$ cat config.mk
export PLATFORM = sky130hd
export DESIGN_NAME = ucrm_channel_regs
export DESIGN_NICKNAME = d
export VERILOG_FILES = /design/src/hw/ucrm_pkg.sv /design/src/hw/ucrm_pin_sync.sv /design/src/hw/ucrm_channel_regs.sv
export SDC_FILE = /design/constraint.sdc
export NUM_CORES = 1
export LEC_CHECK = 0
export BUFFER_PORTS_ARGS = -buffer_cell sky130_fd_sc_hd__buf_4
export CAP_MARGIN = 15
export CORE_MARGIN = 2
export CORE_UTILIZATION = 55
export CTS_BUF_LIST = sky130_fd_sc_hd__clkbuf_4
export DETAILED_ROUTE_END_ITERATION = 10
export PLACE_DENSITY = 0.88
export SETUP_SLACK_MARGIN = 0.5
export SLEW_MARGIN = 20
export SYNTH_ARGS = -nofsm -noshare
export SYNTH_HDL_FRONTEND = slang
export SYNTH_HIERARCHICAL = 1
export SYNTH_SLANG_ARGS = --single-unit
$ cat constraint.sdc
create_clock -name i_core_clk -period 4.9 [get_ports i_core_clk]
set_clock_uncertainty 0.2 [all_clocks]
set_input_delay 0.49 -clock i_core_clk [delete_from_list [all_inputs] [get_ports i_core_clk]]
set_output_delay 0.49 -clock i_core_clk [all_outputs]
set_load 0.02 [all_outputs]
$ cat src/hw/ucrm_pkg.sv
`default_nettype none
// shared constants for the uart channel register map
package ucrm_pkg;

  // bus widths of the parallel host port and the modem pins
  localparam int DATA_W = 8;
  localparam int ADDR_W = 3;
  localparam int MODEM_W = 4;
  localparam int STB_W = 3;

  // address offsets, shared by the overlaid register sets
  localparam logic [ADDR_W-1:0] ADDR_DATA = 3'h0;
  localparam logic [ADDR_W-1:0] ADDR_IER = 3'h1;
  localparam logic [ADDR_W-1:0] ADDR_ISR = 3'h2;
  localparam logic [ADDR_W-1:0] ADDR_LCR = 3'h3;
  localparam logic [ADDR_W-1:0] ADDR_MCR = 3'h4;
  localparam logic [ADDR_W-1:0] ADDR_LSR = 3'h5;
  localparam logic [ADDR_W-1:0] ADDR_MSR = 3'h6;
  localparam logic [ADDR_W-1:0] ADDR_SCR = 3'h7;

  // line control value that opens the enhanced set
  localparam logic [DATA_W-1:0] ENH_KEY = 8'hBF;

  // field positions
  localparam int LCR_DIV_BIT = 7;
  localparam int EFR_ENH_BIT = 4;
  localparam int FCR_EN_BIT = 0;

  // bits that only exist while enhanced functions are on
  localparam logic [DATA_W-1:0] IER_ENH_MASK = 8'hF0;
  localparam logic [DATA_W-1:0] ISR_ENH_MASK = 8'h30;
  localparam logic [DATA_W-1:0] FCR_ENH_MASK = 8'h30;
  localparam logic [DATA_W-1:0] MCR_ENH_MASK = 8'hE0;
  localparam logic [DATA_W-1:0] ALL_ONES = 8'hFF;

  // reset values
  localparam logic [DATA_W-1:0] RST_BYTE = 8'h00;
  localparam logic [MODEM_W-1:0] MODEM_IDLE = 4'hF;
  localparam logic [MODEM_W-1:0] DELTA_NONE = 4'h0;
  localparam logic [STB_W-1:0] STROBE_IDLE = 3'h7;

  // positions of the synchronised strobes
  localparam int STB_CS = 2;
  localparam int STB_RD = 1;
  localparam int STB_WR = 0;

  // register selected by one access
  typedef enum logic [4:0] {
    SEL_NONE = 5'h00,
    SEL_DATA = 5'h01,
    SEL_IER = 5'h02,
    SEL_ISR_FCR = 5'h03,
    SEL_LCR = 5'h04,
    SEL_MCR = 5'h05,
    SEL_LSR = 5'h06,
    SEL_MSR = 5'h07,
    SEL_SCR = 5'h08,
    SEL_DLL = 5'h09,
    SEL_DLM = 5'h0A,
    SEL_DLD = 5'h0B,
    SEL_EFR = 5'h0C,
    SEL_RESUME_CHAR_ONE = 5'h0D,
    SEL_RESUME_CHAR_TWO = 5'h0E,
    SEL_PAUSE_CHAR_ONE = 5'h0F,
    SEL_PAUSE_CHAR_TWO = 5'h10
  } ucrm_sel_t;

endpackage
`default_nettype wire

$ cat src/hw/ucrm_pin_sync.sv
`timescale 1ns/1ns
`default_nettype none
// three-stage pin synchroniser with an agreement filter
module ucrm_pin_sync #(
  parameter int WIDTH = 1,
  parameter logic [WIDTH-1:0] RESET_VAL = '0
) (
  input wire logic i_core_clk,
  input wire logic i_rst_b,
  input wire logic [WIDTH-1:0] i_async,
  output logic [WIDTH-1:0] o_level
);

  // refuse a zero-width instance
  if (WIDTH < 1) begin : g_bad_width
    $error("ucrm_pin_sync needs WIDTH of at least one");
  end

  logic [WIDTH-1:0] stage1; // metastable catch, read by stage2 only
  logic [WIDTH-1:0] stage2; // first settled copy
  logic [WIDTH-1:0] stage3; // second settled copy
  logic [WIDTH-1:0] next_level; // filtered level
  logic [WIDTH-1:0] differ; // stages disagree

  // a bit moves only once stage2 and stage3 agree
  always_comb begin
    differ = stage2 ^ stage3;
    next_level = (~differ & stage3) | (differ & o_level);
  end

  // shift chain and filtered level
  always_ff @(posedge i_core_clk) begin
    if (!i_rst_b) begin
      stage1 <= RESET_VAL;
      stage2 <= RESET_VAL;
      stage3 <= RESET_VAL;
      o_level <= RESET_VAL;
    end else begin
      stage1 <= i_async;
      stage2 <= stage1;
      stage3 <= stage2;
      o_level <= next_level;
    end
  end

endmodule // ucrm_pin_sync
`default_nettype wire

$ cat src/hw/ucrm_channel_regs.sv
`timescale 1ns/1ns
`default_nettype none
module ucrm_channel_regs (
  input wire logic i_core_clk,
  input wire logic i_rst_b,
  // parallel host port, all asynchronous pins
  input wire logic i_cs_b,
  input wire logic i_rd_b,
  input wire logic i_wr_b,
  input wire logic [ucrm_pkg::ADDR_W-1:0] i_addr,
  input wire logic [ucrm_pkg::DATA_W-1:0] i_data,
  output logic [ucrm_pkg::DATA_W-1:0] o_data,
  output logic o_data_oe,
  // modem input pins, active low
  input wire logic i_cts_b,
  input wire logic i_dsr_b,
  input wire logic i_ri_b,
  input wire logic i_cd_b,
  // status from the channel core, same clock
  input wire logic [ucrm_pkg::DATA_W-1:0] i_rx_byte,
  input wire logic [ucrm_pkg::DATA_W-1:0] i_line_status,
  input wire logic [3:0] i_int_source,
  input wire logic i_xoff_int,
  input wire logic i_rtscts_int,
  // access events toward the channel core
  output logic o_rx_read,
  output logic o_tx_load,
  output logic [ucrm_pkg::DATA_W-1:0] o_tx_byte,
  output logic o_isr_read,
  output logic o_lsr_read,
  output logic o_fifo_write,
  // configuration registers
  output logic [ucrm_pkg::DATA_W-1:0] o_int_enable,
  output logic [ucrm_pkg::DATA_W-1:0] o_fifo_control,
  output logic [ucrm_pkg::DATA_W-1:0] o_line_control,
  output logic [ucrm_pkg::DATA_W-1:0] o_modem_control,
  output logic [ucrm_pkg::DATA_W-1:0] o_divisor_low,
  output logic [ucrm_pkg::DATA_W-1:0] o_divisor_high,
  output logic [ucrm_pkg::DATA_W-1:0] o_divisor_fraction,
  output logic [ucrm_pkg::DATA_W-1:0] o_enhanced_feature,
  output logic [ucrm_pkg::DATA_W-1:0] o_resume_char_one,
  output logic [ucrm_pkg::DATA_W-1:0] o_resume_char_two,
  output logic [ucrm_pkg::DATA_W-1:0] o_pause_char_one,
  output logic [ucrm_pkg::DATA_W-1:0] o_pause_char_two
);
  import ucrm_pkg::*;

  // decode one access from address and current line control
  function automatic ucrm_sel_t reg_decode(
    input logic [ADDR_W-1:0] addr,
    input logic [DATA_W-1:0] line_control,
    input logic enh
  );
    ucrm_sel_t sel;
    sel = SEL_NONE;
    if (line_control == ENH_KEY) begin
      unique case (addr)
        ADDR_ISR: sel = SEL_EFR;
        ADDR_LCR: sel = SEL_LCR;
        ADDR_MCR: sel = SEL_RESUME_CHAR_ONE;
        ADDR_LSR: sel = SEL_RESUME_CHAR_TWO;
        ADDR_MSR: sel = SEL_PAUSE_CHAR_ONE;
        ADDR_SCR: sel = SEL_PAUSE_CHAR_TWO;
        // divisor bytes are hidden behind the key
        default: sel = SEL_NONE;
      endcase
    end else begin
      unique case (addr)
        ADDR_DATA: sel = line_control[LCR_DIV_BIT] ? SEL_DLL : SEL_DATA;
        ADDR_IER: sel = line_control[LCR_DIV_BIT] ? SEL_DLM : SEL_IER;
        ADDR_ISR: begin
          if (line_control[LCR_DIV_BIT]) begin
            sel = enh ? SEL_DLD : SEL_NONE;
          end else begin
            sel = SEL_ISR_FCR;
          end
        end
        ADDR_LCR: sel = SEL_LCR;
        ADDR_MCR: sel = SEL_MCR;
        ADDR_LSR: sel = SEL_LSR;
        ADDR_MSR: sel = SEL_MSR;
        ADDR_SCR: sel = SEL_SCR;
      endcase
    end
    return sel;
  endfunction

  // mask that keeps gated bits out unless enhanced is on
  function automatic logic [DATA_W-1:0] enh_keep(
    input logic [DATA_W-1:0] gated,
    input logic enh
  );
    return enh ? ALL_ONES : ~gated;
  endfunction

  logic [STB_W-1:0] strobe_b_lvl; // filtered {cs, rd, wr}
  logic [ADDR_W-1:0] addr_lvl; // filtered address
  logic [DATA_W-1:0] wdata_lvl; // filtered write data
  logic [MODEM_W-1:0] modem_b_lvl; // filtered {cd, ri, dsr, cts}
  logic rd_active; // read cycle in progress
  logic wr_active; // write cycle in progress
  logic rd_prev; // last cycle's read level
  logic wr_prev; // last cycle's write level
  logic rd_start; // read strobe just asserted
  logic wr_done; // write strobe just released
  logic enh_on; // enhanced functions enabled
  ucrm_sel_t sel; // register hit by current address
  logic [DATA_W-1:0] rd_value; // read mux result

  // strobes, address and data all come off pins
  ucrm_pin_sync #(
    .WIDTH(STB_W),
    .RESET_VAL(STROBE_IDLE)
  ) u_strobe_sync (
    .i_core_clk(i_core_clk),
    .i_rst_b(i_rst_b),
    .i_async({i_cs_b, i_rd_b, i_wr_b}),
    .o_level(strobe_b_lvl)
  );

  // address and data share one chain so their delay matches the strobes
  ucrm_pin_sync #(
    .WIDTH(ADDR_W + DATA_W),
    .RESET_VAL('0)
  ) u_bus_sync (
    .i_core_clk(i_core_clk),
    .i_rst_b(i_rst_b),
    .i_async({i_addr, i_data}),
    .o_level({addr_lvl, wdata_lvl})
  );

  // modem inputs idle high, so reset to idle to avoid false deltas
  ucrm_pin_sync #(
    .WIDTH(MODEM_W),
    .RESET_VAL(MODEM_IDLE)
  ) u_modem_sync (
    .i_core_clk(i_core_clk),
    .i_rst_b(i_rst_b),
    .i_async({i_cd_b, i_ri_b, i_dsr_b, i_cts_b}),
    .o_level(modem_b_lvl)
  );

  // registers held only here
  logic [DATA_W-1:0] scratch; // free host byte
  logic [MODEM_W-1:0] modem_prev; // modem level one cycle back
  logic [MODEM_W-1:0] modem_delta; // sticky change flags

  // access detection and read mux
  always_comb begin
    rd_active = ~strobe_b_lvl[STB_CS] & ~strobe_b_lvl[STB_RD];
    wr_active = ~strobe_b_lvl[STB_CS] & ~strobe_b_lvl[STB_WR];
    // reads act at the start, writes at the end when data is settled
    rd_start = rd_active & ~rd_prev;
    wr_done = ~wr_active & wr_prev;
    enh_on = o_enhanced_feature[EFR_ENH_BIT];
    sel = reg_decode(addr_lvl, o_line_control, enh_on);
    rd_value = RST_BYTE;
    unique case (sel)
      SEL_DATA: rd_value = i_rx_byte;
      // stored enables, gated bits already clear
      SEL_IER: rd_value = o_int_enable;
      // status with fifo flags and gated bits
      SEL_ISR_FCR: rd_value = {{2{o_fifo_control[FCR_EN_BIT]}}, i_rtscts_int,
        i_xoff_int, i_int_source} & enh_keep(ISR_ENH_MASK, enh_on);
      SEL_LCR: rd_value = o_line_control;
      SEL_MCR: rd_value = o_modem_control;
      SEL_LSR: rd_value = i_line_status;
      // input states are shown active high
      SEL_MSR: rd_value = {~modem_b_lvl, modem_delta};
      SEL_SCR: rd_value = scratch;
      SEL_DLL: rd_value = o_divisor_low;
      SEL_DLM: rd_value = o_divisor_high;
      SEL_DLD: rd_value = o_divisor_fraction;
      SEL_EFR: rd_value = o_enhanced_feature;
      SEL_RESUME_CHAR_ONE: rd_value = o_resume_char_one;
      SEL_RESUME_CHAR_TWO: rd_value = o_resume_char_two;
      SEL_PAUSE_CHAR_ONE: rd_value = o_pause_char_one;
      SEL_PAUSE_CHAR_TWO: rd_value = o_pause_char_two;
      // unmapped overlay slots read zero
      SEL_NONE: rd_value = RST_BYTE;
    endcase
  end

  // next values of the bus side: data, enable and event pulses
  logic next_rd_prev;
  logic next_wr_prev;
  logic [DATA_W-1:0] next_data;
  logic next_data_oe;
  logic next_rx_read;
  logic next_tx_load;
  logic [DATA_W-1:0] next_tx_byte;
  logic next_isr_read;
  logic next_lsr_read;
  logic next_fifo_write;

  // read data is caught once per read and held for the whole strobe
  always_comb begin
    next_rd_prev = rd_active;
    next_wr_prev = wr_active;
    next_data = rd_start ? rd_value : o_data;
    next_data_oe = rd_active;
    next_rx_read = rd_start & (sel == SEL_DATA);
    next_isr_read = rd_start & (sel == SEL_ISR_FCR);
    next_lsr_read = rd_start & (sel == SEL_LSR);
    next_tx_load = wr_done & (sel == SEL_DATA);
    next_tx_byte = next_tx_load ? wdata_lvl : o_tx_byte;
    next_fifo_write = wr_done & (sel == SEL_ISR_FCR);
  end

  // bus side flops
  always_ff @(posedge i_core_clk) begin
    if (!i_rst_b) begin
      rd_prev <= 1'b0;
      wr_prev <= 1'b0;
      o_data <= RST_BYTE;
      o_data_oe <= 1'b0;
      o_rx_read <= 1'b0;
      o_tx_load <= 1'b0;
      o_tx_byte <= RST_BYTE;
      o_isr_read <= 1'b0;
      o_lsr_read <= 1'b0;
      o_fifo_write <= 1'b0;
    end else begin
      rd_prev <= next_rd_prev;
      wr_prev <= next_wr_prev;
      o_data <= next_data;
      o_data_oe <= next_data_oe;
      o_rx_read <= next_rx_read;
      o_tx_load <= next_tx_load;
      o_tx_byte <= next_tx_byte;
      o_isr_read <= next_isr_read;
      o_lsr_read <= next_lsr_read;
      o_fifo_write <= next_fifo_write;
    end
  end

  // next values of the register file
  logic [DATA_W-1:0] next_ier, next_fcr, next_lcr, next_mcr;
  logic [DATA_W-1:0] next_dll, next_dlm, next_dld, next_efr;
  logic [DATA_W-1:0] next_resume_char_one, next_resume_char_two, next_pause_char_one, next_pause_char_two;
  logic [DATA_W-1:0] next_scratch;
  logic [MODEM_W-1:0] next_modem_prev;
  logic [MODEM_W-1:0] next_modem_delta;

  // register writes; line and modem status writes are dropped
  always_comb begin
    next_ier = o_int_enable;
    next_fcr = o_fifo_control;
    next_lcr = o_line_control;
    next_mcr = o_modem_control;
    next_dll = o_divisor_low;
    next_dlm = o_divisor_high;
    next_dld = o_divisor_fraction;
    next_efr = o_enhanced_feature;
    next_resume_char_one = o_resume_char_one;
    next_resume_char_two = o_resume_char_two;
    next_pause_char_one = o_pause_char_one;
    next_pause_char_two = o_pause_char_two;
    next_scratch = scratch;
    if (wr_done) begin
      unique case (sel)
        SEL_IER: next_ier = wdata_lvl & enh_keep(IER_ENH_MASK, enh_on);
        // tx trigger bits need enhanced on
        SEL_ISR_FCR: next_fcr = wdata_lvl & enh_keep(FCR_ENH_MASK, enh_on);
        // line control, bit 7 steers decode
        SEL_LCR: next_lcr = wdata_lvl;
        // upper modem bits need enhanced on
        SEL_MCR: next_mcr = wdata_lvl & enh_keep(MCR_ENH_MASK, enh_on);
        SEL_SCR: next_scratch = wdata_lvl;
        SEL_DLL: next_dll = wdata_lvl;
        SEL_DLM: next_dlm = wdata_lvl;
        SEL_DLD: next_dld = wdata_lvl;
        SEL_EFR: begin
          next_efr = wdata_lvl;
          // turning enhanced off drops the gated bits
          if (!wdata_lvl[EFR_ENH_BIT]) begin
            next_ier = o_int_enable & ~IER_ENH_MASK;
            next_fcr = o_fifo_control & ~FCR_ENH_MASK;
            next_mcr = o_modem_control & ~MCR_ENH_MASK;
          end
        end
        SEL_RESUME_CHAR_ONE: next_resume_char_one = wdata_lvl;
        SEL_RESUME_CHAR_TWO: next_resume_char_two = wdata_lvl;
        SEL_PAUSE_CHAR_ONE: next_pause_char_one = wdata_lvl;
        SEL_PAUSE_CHAR_TWO: next_pause_char_two = wdata_lvl;
        // data port, status registers and holes store nothing here
        SEL_DATA, SEL_LSR, SEL_MSR, SEL_NONE: next_scratch = scratch;
      endcase
    end
    next_modem_prev = modem_b_lvl;
    // a change in the read cycle still sets its flag
    next_modem_delta = ((rd_start && sel == SEL_MSR) ? DELTA_NONE : modem_delta)
      | (modem_b_lvl ^ modem_prev);
  end

  // register file flops
  always_ff @(posedge i_core_clk) begin
    if (!i_rst_b) begin
      o_int_enable <= RST_BYTE;
      o_fifo_control <= RST_BYTE;
      o_line_control <= RST_BYTE;
      o_modem_control <= RST_BYTE;
      o_divisor_low <= RST_BYTE;
      o_divisor_high <= RST_BYTE;
      o_divisor_fraction <= RST_BYTE;
      o_enhanced_feature <= RST_BYTE;
      o_resume_char_one <= RST_BYTE;
      o_resume_char_two <= RST_BYTE;
      o_pause_char_one <= RST_BYTE;
      o_pause_char_two <= RST_BYTE;
      scratch <= RST_BYTE;
      modem_prev <= MODEM_IDLE;
      modem_delta <= DELTA_NONE;
    end else begin
      o_int_enable <= next_ier;
      o_fifo_control <= next_fcr;
      o_line_control <= next_lcr;
      o_modem_control <= next_mcr;
      o_divisor_low <= next_dll;
      o_divisor_high <= next_dlm;
      o_divisor_fraction <= next_dld;
      o_enhanced_feature <= next_efr;
      o_resume_char_one <= next_resume_char_one;
      o_resume_char_two <= next_resume_char_two;
      o_pause_char_one <= next_pause_char_one;
      o_pause_char_two <= next_pause_char_two;
      scratch <= next_scratch;
      modem_prev <= next_modem_prev;
      modem_delta <= next_modem_delta;
    end
  end

endmodule // ucrm_channel_regs
`default_nettype wire

After elaboration in Yosys (flattened, before gate mapping)
Cells that the tools add are included.
W data, S select, Z words.
{"block": "totals", "regBits": 207, "latchBits": 0, "mem_bits_rw": 0, "mem_bits_ro": 0, "input_bits": 42, "output_inout_bits": 118, "elab_cells": 141, "mem_count": 0}
{"block": "op_classes", "add_sub_neg": 0, "multipliers": 0, "div": 0, "n_lt_le_gt_ge": 0, "eq_ne": 25, "n_shift": 0, "mux": 18, "bitwise_logic": 37, "reduce_logical": 22}
{"op": "$pmux W8 S17", "n": 1}
{"op": "$pmux W8 S2", "n": 3}
{"op": "$eq A5 B4 Y1 const B", "n": 8}
{"op": "$pmux W5 S8", "n": 1}
{"op": "$and A8 B8 Y8", "n": 4}
{"op": "$mux W8", "n": 4}
{"op": "$pmux W5 S6", "n": 1}
{"op": "$and A11 B11 Y11", "n": 2}
{"op": "$eq A5 B3 Y1 const B", "n": 4}
{"op": "$mux W4", "n": 5}
{"op": "$reduce_and A2 Y1", "n": 10}
{"op": "$reduce_and A3 Y1", "n": 6}
{"op": "$eq A3 B3 Y1 const B", "n": 4}
{"op": "$mux W6", "n": 2}
{"op": "$not A11 Y11", "n": 1}
{"op": "$or A11 B11 Y11", "n": 1}
{"op": "$xor A11 B11 Y11", "n": 1}
{"op": "$eq A5 B2 Y1 const B", "n": 2}
{"op": "$and A1 B1 Y1", "n": 9}
{"op": "$and A4 B4 Y4", "n": 2}
{"op": "$eq A8 B8 Y1 const B", "n": 1}
{"op": "$not A4 Y4", "n": 2}
{"op": "$or A4 B4 Y4", "n": 2}
{"op": "$xor A4 B4 Y4", "n": 2}
{"op": "15 further kinds", "n": 24}

Logic depth before layout (Yosys ltp)
{"block": "logic_depth", "ltp_word": 8, "depth_mapped": 9, "depth_no_buf": 6}

Hierarchy
Netlist, hierarchy kept.
{"mod": "ucrm_channel_regs", "instances": 1, "cells_per_inst": 741, "area_each_um2": 6424.9, "seq_area_each_um2": 2702.6}
{"mod": "ucrm_pin_sync at u_bus_sync", "instances": 1, "cells_per_inst": 114, "area_each_um2": 1315.0, "seq_area_each_um2": 880.8}
{"mod": "ucrm_pin_sync at u_modem_sync", "instances": 1, "cells_per_inst": 41, "area_each_um2": 465.4, "seq_area_each_um2": 320.3}
{"mod": "ucrm_pin_sync at u_strobe_sync", "instances": 1, "cells_per_inst": 31, "area_each_um2": 362.8, "seq_area_each_um2": 240.2}

Least setup slack after synthesis
No wires, ideal clock.
{"block": "synth_path", "path_kind": "register to register", "startpoint": "reg o_line_control[7] in the netlist's numbering", "endpoint": "reg o_data[2] in the netlist's numbering", "setup_ns": 0.126, "t_arrival_ns": 1.843, "required_ns": 4.574, "slack_ns": 2.731, "path_stages_with_launch": 9, "path_buffers": 2, "period_less_slack_ns": 2.169, "path_cell_list": "dfxtp_1 nand4_1 or2_0 clkbuf_1 buf_2 a221oi_2 a21oi_1 a2111oi_2 a21oi_1"}
{"block": "synth_between", "elab_chain_cells": 5, "word_cells_on_any_way": 24, "classes_between": "eq/ne: 17; mux: 6; reduce/logical: 1"}
{"element": "from (decl)", "line_no": "ucrm_channel_regs.sv:35", "source": "output logic [ucrm_pkg::DATA_W-1:0] o_line_control,"}
{"element": "from (signal assigned)", "line_no": "ucrm_channel_regs.sv:317", "source": "o_line_control <= next_lcr;"}
{"element": "$mux W4, on equally long branches", "line_no": "ucrm_channel_regs.sv:72, ucrm_channel_regs.sv:69, ucrm_channel_regs.sv:70"}
{"element": "$pmux W5 S8", "line_no": "ucrm_channel_regs.sv:68", "source": "unique case (addr)"}
{"element": "$mux W5 (*)", "line_no": "ucrm_channel_regs.sv:56", "source": "if (line_control == ENH_KEY) begin"}
{"element": "$eq A5 B5 Y1, or another cell as far along", "line_no": "ucrm_channel_regs.sv:158", "source": "unique case (sel)"}
{"element": "$pmux W8 S17 (*)", "line_no": "ucrm_channel_regs.sv:158"}
{"element": "to (signal assigned)", "line_no": "ucrm_channel_regs.sv:226", "source": "o_data <= next_data;"}
{"element": "to (decl)", "line_no": "ucrm_channel_regs.sv:12", "source": "output logic [ucrm_pkg::DATA_W-1:0] o_data,"}
Mark *: on every way between the ends. The rest lies on a longest branch, timed or not. The select of a mux whose other input is x is not followed.
A chain may end at the register's enable or synchronous reset.

==> PnR_summary.wiki <==
{| class="wikitable"
! Metric !! Value
|-
| Result of the run || complete, no violations
|-
| Wire length of the first global-routing pass || 41600 um
|-
| First-pass iteration count of the detailed router || 5
|-
| Leading area contributor after synthesis || dfxtp_1
|-
| Count of buffers inserted at the top-level ports || 159
|-
| Slew HR || about a quarter
|-
| Worst Setup End Kind || flip-flop
|-
| Largest registers || u_bus_sync/stage1 x11, u_bus_sync/stage2 x11, u_bus_sync/stage3 x11
|-
| DRC Markers || 0
|-
| Top-area cell type share of the netlist area || 48.4%
|-
| Accumulated negative setup slack || 0 ns
|-
| Insertion delay of the later-clocked pin in the worst-skew pair || between 0.6 and 0.7 ns
|-
| Leftover overflow at the end of global routing || 0
|-
| Num CTS Buffers || 50
|-
| Uppermost layer routed || met4
|-
| Post-synth EDFFs || 0
|-
| Buffers from clock root to sink, at most || 3
|-
| Area growth syn-to-layout || 24.4%
|-
| Post-synthesis net count || roughly 970
|-
| Most area-consuming cells after synthesis || dfxtp_1 (48%), mux2i_1 (8.1%), nand2_1 (4.7%)
|-
| IR Drop Worst-Case VDD || 0.206 mV
|-
| H-tree lvl count || 2
|-
| Yosys warning count || 6
|-
| Sum of net half-perimeters after detailed placement || 18600 um
|-
| Hold buffer count at cts || 25
|-
| FP Rows || 45
|-
| Hold path cells || 3
|-
| Setup repair after global routing missed its margin || false
|-
| FF/Latch Area || 4140 um2
|-
| Count of filler cells inserted in the layout || 1166
|-
| Maximum clock frequency || 0.292 GHz
|-
| Flip-flop and latch count after synthesis || 207
|-
| Max Cap Viol || 0
|-
| Gate count after technology mapping || 927
|-
| Resized cells post-CTS || 0
|-
| Vert. Die Dim || 129 um
|-
| Sinks on Clock Net || 207
|-
| Proportion of layout cells with a drive suffix above 1 || 24.3%
|-
| Worst Tran Pin Value || approximately 1.1 ns
|-
| Overall global routing resource usage || approximately a third
|-
| Net count, final || 1158
|-
| Setup violations, final || 0
|-
| Count of cells along the worst register-to-register path || 8
|-
| Worst-path clk slew || 0.07 ns
|-
| Final Cycle Share || 70.0%
|-
| Antenna violations before repair || 1
|-
| Distinct cells, synth || 67
|-
| Setup bufs post-CTS || 0
|-
| Pin count of the biggest net entering global routing || 98
|-
| Library cell used as clock root buffer || clkbuf_4
|-
| Remaining antenna violation count || 0
|-
| I/O Pins || 160
|-
| Drt first-iter violations || 864
|-
| Routed length on met1 || 11000 um
|-
| Post-detailed-route wirelength per cell || 20.3 um
|-
| Overall power of the completed layout || 3.13 mW
|-
| Slew Limit Fails || 0
|-
| Area of the core region || around 15000 um2
|-
| Worst hold path type || in2reg
|-
| Power per cell area || 294 nW/um2
|-
| Most used flip-flop cell after synthesis || dfxtp_1
|-
| Area of the mapped netlist || 8570 um2
|-
| Weighted congestion reported at the end of routability-driven placement || 1.01
|-
| Required time of the critical path || about 5.2 ns
|-
| Start-to-end type of the worst setup path || reg2reg
|-
| CTS tree || done
|-
| Area occupied by multi-input gates || 4090 um2
|-
| Average cell area after synthesis || between 9 and 10 um2
|-
| Critical Path Source Type || flip-flop
|-
| Leakage component of the power || 4.07 nW
|-
| Starting density of the core || 56.4%
|-
| Via count of the first global-routing pass || about 7300
|-
| Total length of routed met2 wires || between 10000 and 15000 um
|-
| Die Footprint || 16600 um2
|-
| Final hold violation count || 0
|-
| WL met3 || around 2500 um
|-
| Die extent in x || 129 um
|-
| Largest driver fanout on the critical path || 17
|-
| Via count normalized by instance count || between 5 and 6
|-
| Proportion of synthesized chip area in sequential cells || slightly below 50%
|-
| Via count || 7811
|-
| Critical Path AT || 3.74 ns
|-
| Time the worst path needs with I/O delays and setup || roughly 3.4 ns
|-
| Aggregate routed wire length || ~27000 um
|-
| Async S/R FF share, synth || 0%
|}
## cell usage in the layout, fill, tap and decap left out, types with 3 or more instances in the layout
cell           instances
dfxtp_1              207
buf_4                173
nand2_1              108
mux2i_1               69
clkbuf_4              69
nand3_1               54
nor2b_1               50
a21oi_1               45
and2_1                44
nor2_1                40
a21boi_0              35
o21ai_0               33
dlygate4sd3_1         25
nand2b_1              21
clkinv_1              13
a22oi_1               11
inv_1                 10
nor3_1                 9
o221ai_1               9
a31oi_1                8
and3_1                 7
a21boi_2               7
nand4_1                6
a221oi_1               6
a21boi_1               6
or2b_1                 6
o21a_1                 5
o21ai_2                5
o21ai_1                4
xor2_1                 4
mux2_2                 4
o22ai_1                4
o211ai_1               4
clkinv_2               4
nor2_2                 3
a21o_1                 3
or3_1                  3
nor3b_1                3
## report_power, final
| group | switching, mW | total (mW) | internal [mW] |
|---|---|---|---|
| clock | 0.674 | 1.33 | 0.654 |
| sequential | 0.00904 | 1.71 | 1.70 |
| combinational | 0.0395 | 0.0955 | 0.0560 |
## Yosys cell counts, types with 9 or more instances
library cell / count
o221ai_1: 9
o21ai_0: 33
nor3_1: 9
nor2b_1: 50
clkbuf_1: 29
a21boi_0: 35
a22oi_1: 11
inv_1: 10
dfxtp_1: 207
buf_2: 20
and2_1: 44
mux2i_1: 69
nand3_1: 54
nand2_1: 108
a21oi_1: 45
nand2b_1: 21
nor2_1: 40
## metal layers
| layer | vias up | global-route usage [%] |
|---|---|---|
| met3 | 75 | 6.90 |
| met4 | 0 | 15.0 |
| met2 | 424 | 52.7 |
| li1 | 3647 | - |
| met5 | - | 0 |
| met1 | 3665 | 42.5 |
## area by class of cell
class                      instances  area share (%)
antenna                            1          0.0235
clock buffer                      69            4.86
clock inverter                    18           0.716
inverter                          12           0.423
multi-input combinational        647            38.3
sequential                       207            38.9
tap                              188            2.21
timing repair buffer             198            14.5
## worst max-delay path, stage by stage, from the launching register on
cell	delay, ns
dfxtp_1	0.66
buf_4	0.33
nand2b_1	0.27
nor2_1	0.20
a221o_1	0.34
o21a_1	0.15
a2111oi_2	0.46
a21oi_1	0.13
dlygate4sd3_1	0.56
## kinds of logic (layout without fill, tap and decap cells)
family | after synthesis | in the layout | synth area share, %
buffers and inverters | 73 | 297 | 3.94
XOR/XNOR | 4 | 4 | 0.409
other | 0 | 1 | 0
multiplexers | 73 | 73 | 8.59
flip-flops | 207 | 207 | 48.4
AND/OR/NAND/NOR | 368 | 368 | 22.5
AO/OA/AOI/OAI | 202 | 202 | 16.2
## metrics by stage
stage / utilization (%) / setup WS [ns] / hold WS [ns] / cell area (um2) / cells
global placement: 64.5 / 2.08 / 0.188 / 9810 / 1227
floorplan: - / 2.73 / 0.185 / 8570 / 927
finish: 70.1 / 1.47 / 0.0378 / 10700 / 1340
CTS: 70.1 / 1.55 / 0.00261 / 10700 / 1339
global route: 70.1 / 1.31 / 0.0424 / 10700 / 1340
detailed placement: 64.5 / 1.94 / 0.195 / 9810 / 1227
## worst paths after layout
path	startpoint	to	slack [ns]
hold reg to reg	u_modem_sync/stage1[3]$_SDFF_PN1_	u_modem_sync/stage2[3]$_SDFF_PN1_	0.21
setup / recovery	flip-flop	o_data[2]$_SDFFE_PN0P_	1.47
hold / removal	i_rx_byte[7]	o_data[7]$_SDFFE_PN0P_	0.04
setup reg to reg	flip-flop	o_data[2]$_SDFFE_PN0P_	1.47
Note: power is estimated with default switching activity, not from simulation.
